File: config.mk
export PLATFORM = sky130hd
export DESIGN_NAME = abod_datapath
export DESIGN_NICKNAME = d
export VERILOG_FILES = /design/src/verilog/abod_pkg.sv /design/src/verilog/abod_adder.sv /design/src/verilog/abod_datapath.sv
export SDC_FILE = /design/constraint.sdc
export NUM_CORES = 1
export LEC_CHECK = 0
export ABC_CLOCK_PERIOD_IN_PS = 2340
export BUFFER_PORTS_ARGS = -buffer_cell sky130_fd_sc_hd__buf_2
export CAP_MARGIN = 0
export CORE_ASPECT_RATIO = 1.2
export CORE_UTILIZATION = 40
export CTS_CLUSTER_DIAMETER = 50
export CTS_CLUSTER_SIZE = 24
export DETAILED_ROUTE_END_ITERATION = 16
export GPL_ROUTABILITY_DRIVEN = 0
export PLACE_DENSITY = 0.72
export SETUP_SLACK_MARGIN = 0.2
export SYNTH_ARGS = -nofsm -noshare
export SYNTH_HDL_FRONTEND = slang
export SYNTH_SLANG_ARGS = --single-unit
File: constraint.sdc
create_clock -name clk_sys_in -period 2.34 [get_ports clk_sys_in]
set_input_delay 0.117 -clock clk_sys_in [delete_from_list [all_inputs] [get_ports clk_sys_in]]
set_output_delay 0.117 -clock clk_sys_in [all_outputs]
set_load 0.005 [all_outputs]
File: src/verilog/abod_pkg.sv
// Package for the add and bit-op datapath: opcodes, widths, flag layout.
// Assumes a single core clock domain; no bus, all controls are ports.
package abod_pkg;

    localparam int unsigned DATA_W    = 8;
    localparam int unsigned ADDR_W    = 7;
    localparam int unsigned BIT_IDX_W = 3;
    localparam int unsigned HALF_MSB  = 3;
    localparam int unsigned CARRY_POS = 0;
    localparam int unsigned HALF_POS  = 1;
    localparam int unsigned ZERO_POS  = 2;
    localparam logic [7:0]  ACC_RST   = 8'h00;
    localparam logic [2:0]  FLAG_RST  = 3'h0;
    localparam logic [7:0]  DATA_ZERO = 8'h00;
    localparam logic        DEST_ACC  = 1'b0;
    localparam logic        DEST_REG  = 1'b1;

    typedef enum logic [2:0] {
        ABOD_OP_NONE,
        ABOD_OP_ADD_LITERAL_TO_ACC,
        ABOD_OP_ADD_ACC_TO_REG,
        ABOD_OP_AND_ACC_WITH_REG,
        ABOD_OP_AND_LITERAL_WITH_ACC,
        ABOD_OP_BIT_CLEAR_IN_REG,
        ABOD_OP_BIT_SET_IN_REG
    } abod_op_e;

    typedef struct packed {
        abod_op_e         op;
        logic [7:0]       literal;
        logic [6:0]       reg_addr;
        logic             dest_sel;
        logic [2:0]       bit_idx;
    } abod_instr_s;

    typedef struct packed {
        logic             zero;
        logic             half_carry_flag;
        logic             carry;
    } abod_flags_s;

    typedef struct packed {
        logic             wr_en;
        logic [6:0]       addr;
        logic [7:0]       data;
    } abod_reg_wr_s;

endpackage
File: src/verilog/abod_adder.sv
// Eight-bit adder split into nibbles for carry and half-carry outputs.
// Purely combinational; the datapath registers its results.
`timescale 1ns/100ps
module abod_adder (
    input  wire logic [7:0] a_in,
    input  wire logic [7:0] b_in,
    output logic      [7:0] sum_out,
    output logic            carry_out,
    output logic            half_carry_out
);
    logic [4:0] low_nib;
    logic [4:0] high_nib;

    always_comb begin
        low_nib        = {1'b0, a_in[3:0]} + {1'b0, b_in[3:0]};
        high_nib       = {1'b0, a_in[7:4]} + {1'b0, b_in[7:4]} + {4'h0, low_nib[4]};
        sum_out        = {high_nib[3:0], low_nib[3:0]};
        half_carry_out = low_nib[4];
        carry_out      = high_nib[4];
    end
endmodule

File: src/verilog/abod_datapath.sv
// Execution datapath for add, AND, bit clear and bit set instructions.
// Assumes the decoder presents one instruction per cycle with the addressed
// register's value already read from the register file on reg_rd_data_in.
//
// Functional notes
// - Literal add: acc plus 8-bit literal into acc; carry, half-carry, zero updated.
// - Register add: acc plus addressed register; carry, half-carry, zero updated.
// - Destination select zero writes acc; one writes back to addressed register.
// - Register AND: acc AND register to chosen destination; only zero changes.
// - Literal AND: acc AND literal into acc; only zero flag changes.
// - Bit clear: selected bit of addressed register forced low; flags untouched.
// - Bit set: selected bit of addressed register forced high; flags untouched.
`timescale 1ns/100ps
module abod_datapath (
    input  wire logic                  clk_sys_in,
    input  wire logic                  rst_b_in,
    input  wire logic                  instr_valid_in,
    input  wire abod_pkg::abod_instr_s instr_in,
    input  wire logic [7:0]            reg_rd_data_in,
    output abod_pkg::abod_reg_wr_s     reg_wr_out,
    output logic [7:0]                 acc_out,
    output abod_pkg::abod_flags_s      flags_out,
    output logic                       done_out
);
    import abod_pkg::*;

    // Accumulator
    logic [7:0]   acc_reg;
    logic [7:0]   acc_next;

    // Flags, merged into the status register by the partner
    abod_flags_s  flags_reg;
    abod_flags_s  flags_next;

    // Register write-back
    abod_reg_wr_s wr_reg;
    abod_reg_wr_s wr_next;

    // Completion pulse
    logic         done_reg;
    logic         done_next;

    // Decode
    logic         exec;
    logic         is_add;
    logic         is_and;
    logic         is_bit;
    logic         to_reg;

    // Operands and results
    logic [7:0]   add_b;
    logic [7:0]   add_sum;
    logic         add_carry;
    logic         add_half;
    logic [7:0]   and_b;
    logic [7:0]   and_res;
    logic [7:0]   bit_mask;
    logic [7:0]   bit_res;
    logic [7:0]   result;
    logic         result_zero;

    // One class per instruction family
    always_comb begin
        is_add = 1'b0;
        is_and = 1'b0;
        is_bit = 1'b0;
        to_reg = 1'b0;
        unique case (instr_in.op)
            ABOD_OP_NONE: begin
                to_reg = 1'b0;
            end
            ABOD_OP_ADD_LITERAL_TO_ACC: begin
                is_add = 1'b1;
            end
            ABOD_OP_ADD_ACC_TO_REG: begin
                is_add = 1'b1;
                to_reg = (instr_in.dest_sel == DEST_REG);
            end
            ABOD_OP_AND_ACC_WITH_REG: begin
                is_and = 1'b1;
                to_reg = (instr_in.dest_sel == DEST_REG);
            end
            ABOD_OP_AND_LITERAL_WITH_ACC: begin
                is_and = 1'b1;
            end
            ABOD_OP_BIT_CLEAR_IN_REG: begin
                is_bit = 1'b1;
                to_reg = 1'b1;
            end
            ABOD_OP_BIT_SET_IN_REG: begin
                is_bit = 1'b1;
                to_reg = 1'b1;
            end
            // Spare code runs as no instruction rather than clearing acc
            default: begin
                to_reg = 1'b0;
            end
        endcase
        exec = instr_valid_in && (is_add || is_and || is_bit);
    end

    // Literal ops take the immediate, the rest the register read
    always_comb begin
        if (instr_in.op == ABOD_OP_ADD_LITERAL_TO_ACC) begin
            add_b = instr_in.literal;
        end else begin
            add_b = reg_rd_data_in;
        end
        if (instr_in.op == ABOD_OP_AND_LITERAL_WITH_ACC) begin
            and_b = instr_in.literal;
        end else begin
            and_b = reg_rd_data_in;
        end
        bit_mask = 8'h01 << instr_in.bit_idx;
    end

    // Shared adder: literal or register operand, never both
    abod_adder u_adder (
        .a_in           (acc_reg),
        .b_in           (add_b),
        .sum_out        (add_sum),
        .carry_out      (add_carry),
        .half_carry_out (add_half)
    );

    // Zero test sees the value actually delivered
    always_comb begin
        and_res = acc_reg & and_b;
        if (instr_in.op == ABOD_OP_BIT_SET_IN_REG) begin
            bit_res = reg_rd_data_in | bit_mask;
        end else begin
            bit_res = reg_rd_data_in & ~bit_mask;
        end
        if (is_add) begin
            result = add_sum;
        end else if (is_and) begin
            result = and_res;
        end else if (is_bit) begin
            result = bit_res;
        end else begin
            result = DATA_ZERO;
        end
        result_zero = (result == DATA_ZERO);
    end

    // Accumulator takes only results aimed at it
    always_comb begin
        acc_next = acc_reg;
        if (exec && !to_reg) begin
            acc_next = result;
        end
    end

    always_ff @(posedge clk_sys_in or negedge rst_b_in) begin
        if (!rst_b_in) begin
            acc_reg <= ACC_RST;
        end else begin
            acc_reg <= acc_next;
        end
    end

    // Bit ops leave all flags alone, AND touches only zero
    always_comb begin
        flags_next = flags_reg;
        if (exec && !is_bit) begin
            flags_next.zero = result_zero;
        end
        if (exec && is_add) begin
            flags_next.carry           = add_carry;
            flags_next.half_carry_flag = add_half;
        end
    end

    // Reset clears flags so no stale carry reaches the partner
    always_ff @(posedge clk_sys_in or negedge rst_b_in) begin
        if (!rst_b_in) begin
            flags_reg <= FLAG_RST;
        end else begin
            flags_reg <= flags_next;
        end
    end

    // Address follows the instruction even when nothing is written
    always_comb begin
        wr_next      = '0;
        wr_next.addr = instr_in.reg_addr;
        if (exec && to_reg) begin
            wr_next.wr_en = 1'b1;
            wr_next.data  = result;
        end
    end

    // Write strobe lasts one cycle; forwarding is the partner's job
    always_ff @(posedge clk_sys_in or negedge rst_b_in) begin
        if (!rst_b_in) begin
            wr_reg <= '0;
        end else begin
            wr_reg <= wr_next;
        end
    end

    // One pulse for each executed instruction
    always_comb begin
        done_next = exec;
    end

    always_ff @(posedge clk_sys_in or negedge rst_b_in) begin
        if (!rst_b_in) begin
            done_reg <= 1'b0;
        end else begin
            done_reg <= done_next;
        end
    end

    // Outputs come straight from the registers
    assign acc_out    = acc_reg;
    assign flags_out  = flags_reg;
    assign reg_wr_out = wr_reg;
    assign done_out   = done_reg;
endmodule

* Word-level counts from Yosys, hierarchy flattened
Index checks and enable logic that the tools add are counted.
** Storage, ports and cells
- Register bits after elaboration :: 28
- Input bits :: 33
** Cells by class
- Add/sub/neg operators :: 3
- Eq/ne operators :: 6
- Shift-type cells :: 1
- Mux-type cells :: 12
- Bitwise operators :: 4
- Reductions and logical operators :: 14
** Operator list (count)
- 8-bit two-way mux :: 7
- 8-bit bitwise AND :: 2
- 4-bit by 4-bit adder with 5-bit output :: 2
- 3-bit equality test, second input constant :: 3
- 8-bit logical NOT :: 1
- 8-bit NOT :: 1
- 8-bit OR :: 1
- 2-bit OR reduction :: 4
- 1-bit by 3-bit << shifter with 8-bit output, first input constant :: 1
- 3-bit by 2-bit equality test with 1-bit output, second input constant :: 2
- 5-bit by 1-bit adder with 5-bit output :: 1
- 1-bit logical AND :: 5
- 1-bit two-way mux :: 4
- 3-bit by 1-bit equality test with 1-bit output, second input constant :: 1
- 1-bit logical NOT :: 2
- 1-bit logical OR :: 2
- 1-bit one-hot mux with 2 select lines :: 1

* Depth between registers and ports, before layout
- Word-level depth :: 8
- Mapped depth :: 19

* By module
A second synthesis with hierarchy kept.
** Second synthesis, totals
- Cells, all modules :: 161
- Area, all modules :: 1813.0 um2
** Modules (own cells, without submodules)
- abod_datapath :: instances 1, cells an instance 134, area each 1550.2 um2, sequential area each 700.7 um2
- abod_adder :: instances 1, cells an instance 27, area each 262.8 um2, sequential area each 0.0 um2

* Least setup slack after synthesis
No wires, ideal clock.
- Path type :: in2reg
- From :: in instr_in[20] (netlist name)
- To :: reg flags_reg (netlist bit flags_out[2])
- Library setup time :: 0.131 ns
- Arrival :: 3.104 ns
- Required time :: 2.209 ns
- Path slack :: -0.895 ns
- Stages on the path :: 18
- Buffers on the path :: 2
- Cells stage by stage :: buf_4 > nor2b_2 > and2_1 > buf_2 > mux2_2 > ha_1 > inv_1 > fa_1 > nor2b_1 > o21ai_0 > nand2b_1 > fa_1 > inv_1 > fa_1 > nor3_1 > nor4b_1 > nand4bb_1 > o22ai_1
** Between the ends
- Elaborated cells on any way between the ends :: 28
** RTL lines
- from (decl) :: RTL line abod_datapath.sv:18 : input wire abod_pkg::abod_instr_s instr_in,
- 3-bit by 1-bit equality test with 1-bit output :: RTL line abod_datapath.sv:104 : if (instr_in.op == ABOD_OP_ADD_LITERAL_TO_ACC) begin
- 8-bit two-way mux :: RTL line abod_datapath.sv:104
- 4-bit by 4-bit adder with 5-bit output :: RTL line abod_adder.sv:15 : low_nib = {1'b0, a_in[3:0]} + {1'b0, b_in[3:0]};
- named net add_half :: RTL line abod_datapath.sv:54 : logic add_half;
- 5-bit by 1-bit adder with 5-bit output :: RTL line abod_adder.sv:16 : high_nib = {1'b0, a_in[7:4]} + {1'b0, b_in[7:4]} + {4'h0, low_nib[4]};
- 8-bit two-way mux :: RTL line abod_datapath.sv:134 : if (is_add) begin
- 8-bit logical NOT :: RTL line abod_datapath.sv:143 : result_zero = (result == DATA_ZERO);
- to (signal assigned) :: RTL line abod_datapath.sv:179 : flags_reg <= flags_next;
- to (decl) :: RTL line abod_datapath.sv:32 : abod_flags_s flags_reg;
The timed path passes the listed nets, and every way through them passes these cells.
A chain may end at the register's enable or synchronous reset.

* Final worst setup path
- From :: in instr_in[19] (netlist name)
- To :: reg acc_reg[6] (netlist: acc_out[6])
** Between the ends
- Elaborated cells on any way between the ends :: 29
** RTL lines
- 3-bit by 1-bit equality test with 1-bit output :: RTL line abod_datapath.sv:104
- 8-bit two-way mux :: RTL line abod_datapath.sv:104
- 4-bit by 4-bit adder with 5-bit output :: RTL line abod_adder.sv:15
- named net add_half :: RTL line abod_datapath.sv:54
- 5-bit by 1-bit adder with 5-bit output :: RTL line abod_adder.sv:16
- 8-bit two-way mux :: RTL line abod_datapath.sv:134
- to (signal assigned) :: RTL line abod_datapath.sv:158 : acc_reg <= acc_next;
- to (decl) :: RTL line abod_datapath.sv:28 : logic [7:0] acc_reg;
The timed path passes the listed nets, and every way through them passes these cells.

==> metrics <==
vias per cell 5.14; max_cap viols 0; FP Rows 26; Setup TNS Final -2.02 ns; via count 1783; reg2reg setup slack -0.34 ns; max frequency 372 MHz; post-synth net total 242; WS Path Type input port to flop; first-pass GRT wire length 8180 um; Tightest Pin Transition 0.930 ns; Fin. Hold Viols 0; Pleak 1.34 nW; Mapped Cells 199; I/O pin count 61; WL/cell 14.4 um; DRT iter0 DRCs 92; largest net degree at the start of global routing 29; Reg-to-Reg End acc_out[6]$_DFFE_PN0P_; Post-DP HPWL 3830 um; Clk pwr share 18.3%; Worst Setup Start Kind input port; syn_area_per_cell 9.34 um2; Ys Warns 0; DR pass1 iterations 4; Core Box Area 0.00436 mm2; Main synth FF type dfrtp_1; post-route insts no fill 347; ratio of cells with drive above 1 in the final layout 43.0%; Worst EP arrival 2.88 ns; FF-to-FF path depth 14; vias in the first global route 1783; initial antenna violation count 0; # DRC 0; fin. max-slew vios 0; Slew HR 37.6%; PwrDens 605 mW/mm2; Ant. Diodes 0; Final Cell Area 0.00264 mm2; Critical Path Start instr_in[19]; placed cell count 329; Post-synth EDFFs 0; Layout area overhead 42.0%; aggregate routed wire length 5010 um; die area 0.00492 mm2; Synth Register Bits 28; number of port buffers 60; internal power 1.06 mW; Final Setup Violations 8; final worst slack -0.347 ns; worst vdd ir 0.383 mV; critical path fanouts, max 4; fraction of registers with async set/reset 100%; insertion delay to the later sink of the worst-skew pair 0.27 ns; clk_skew 0.00180 ns; Reg power frac 37.7%; final net count 335; CTS clk-pin slew, worst paths 0.09 ns; Sw Ratio 33.3%; Initial Util 42.6%; post-route ant nets 0; worst path required time 2.53 ns; DIE HEIGHT 76.7 um; grt ovf 0; clk sink count 28; setup repair after global routing missed its margin yes; status complete, but fails checks; minimum period implied by the final worst setup slack 2.69 ns; WHS Endpoint done_out$_DFF_PN0_; Comb power frac 44.0%; Total GRT Usage 20.9%; worst hold start instr_valid_in; Post-Syn Area 0.00186 mm2; CTS root buf clkbuf_8; post-synthesis sequential area ratio 37.7%; failing checks negative setup slack; Final Core Density 60.5%; die width 64.2 um; Worst Hold Path Cells 2; Tcrit/Tclk final 115%; DP Area 0.00241 mm2; clock buffer count from CTS 3; RR Startpoint acc_out[0]$_DFFE_PN0P_; CTS Buffer Depth 2; Setup crit end kind flop; Min-Delay Path Class input port to flop; NetSw 533 uW; CTS tree yes; CTS H-tree lvls 1; Netlist cell types 49
[layer usage]
metal,vias up,part of all wire [%],global-route usage [%]
met4,0,0.92,7.33
met3,4,4.5,1.93
met2,57,50,34.4
met1,835,45,28.5
met5,-,0,0
li1,887,-,-
[critical path, cell delays in order]
cell	delay (ns)
buf_6	0.09
nor2b_4	0.11
and2_4	0.15
mux2_4	0.21
ha_4	0.13
inv_2	0.03
fa_2	0.33
nor2b_1	0.11
o21ai_1	0.07
nand2b_1	0.11
fa_2	0.23
inv_2	0.04
fa_2	0.36
xor2_1	0.16
o22ai_1	0.16
nor2_1	0.08
or2_1	0.23
o21ai_1	0.13
[cell usage after synthesis, types with 3 or more instances]
cell type	number	share of area [%]
and3b_1	3	1.4
nand2_1	18	3.6
nor3b_1	3	1.2
a21oi_1	11	3.0
fa_1	3	3.2
ha_1	7	4.7
dfrtp_1	28	38
mux2i_1	5	2.7
buf_2	4	1.1
xor2_1	3	1.4
and2_1	3	1.0
inv_1	13	2.6
nor3_1	4	1.1
nand3b_1	3	1.2
nor2_1	15	3.0
o21ai_0	13	3.5
nand3_1	6	1.6
mux2_2	9	5.5
o21ai_1	6	1.6
a21o_1	4	1.6
[power groups by stage]
| stage | Combinational, mW | Sequential, mW | Clock (mW) |
|---|---|---|---|
| 3_5_place_dp | 0.630 | 0.612 | 0 |
| 2_1_floorplan | 0.354 | 0.620 | 0 |
| 4_1_cts | 0.680 | 0.602 | 0.307 |
| 6_report | 0.702 | 0.603 | 0.292 |
| 3_3_place_gp | 0.613 | 0.608 | 0 |
| 5_1_grt | 0.777 | 0.610 | 0.324 |
[flip-flops by register name, indices dropped and copies added (netlist names)]
| signal | flops |
|---|---|
| acc_out | 8 |
| flags_out | 3 |
| done_out | 1 |
| reg_wr_out | 16 |
[stage by stage]
step	power (mW)	worst slack, ns	hold slack (ns)
final	1.60	-0.347	0.201
after global routing	1.71	-0.499	0.181
after CTS	1.59	-0.335	0.179
after detailed placement	1.24	-0.735	0.160
after global placement	1.22	-0.646	0.159
after floorplan	0.974	-0.595	-0.179
[kinds of logic (layout without fill, tap and decap cells)]
group	after synthesis	in the layout	share of synthesized area [%]
buffers and inverters	22	114	5.19
xor gates and xnor gates	5	5	2.76
DFF	28	28	37.7
muxes	14	14	8.15
and+or+nand+nor	68	68	19.9
AOI/OAI and AO/OA	52	52	18.4
adders and majority gates	10	10	7.95
[repair_timing]
item	CTS	global route
hold endpoints to repair	35	0
gates resized for setup	8	3
pin swaps	16	6
hold buffers	8	0
setup endpoints to repair	10	11
buffers inserted	4	2
[layout make-up]
type / instances / area [um2]
clock buffers: 4 / 55.1
fillers: 402 / 1720
inverters: 13 / 48.8
multi-input cells: 149 / 1150
flip-flops and latches: 28 / 701
well taps: 56 / 70.1
repair buffers: 97 / 614
[worst max-delay path by stage]
stage / cells after the start / slack (ns) / endpoint
2_1_floorplan: 19 / -0.60 / acc_out[6]$_DFFE_PN0P_
4_1_cts: 14 / -0.33 / acc_out[6]$_DFFE_PN0P_
3_3_place_gp: 18 / -0.65 / flags_out[2]$_DFFE_PN0P_
5_1_grt: 18 / -0.50 / acc_out[6]$_DFFE_PN0P_
6_report: 18 / -0.35 / acc_out[6]$_DFFE_PN0P_
3_5_place_dp: 18 / -0.74 / acc_out[6]$_DFFE_PN0P_
[cell usage in the layout (no fill, tap or decap), types with 3 or more instances in the layout]
master,synthesis,layout
dlygate4sd3_1,0,8
a21oi_2,0,3
mux2i_1,5,5
inv_1,13,11
o21ai_1,6,8
mux2_2,9,8
o21ai_0,13,10
clkbuf_8,0,4
a21oi_1,11,8
nand3b_1,3,3
a21o_1,4,4
xor2_1,3,3
fa_2,0,3
buf_4,2,28
nand3_1,6,6
nor2_1,15,14
buf_6,0,3
nand2_1,18,18
dfrtp_1,28,28
buf_2,4,58
and3b_1,3,3
ha_1,7,5
No activity file was read; power rests on OpenSTA's default activity.
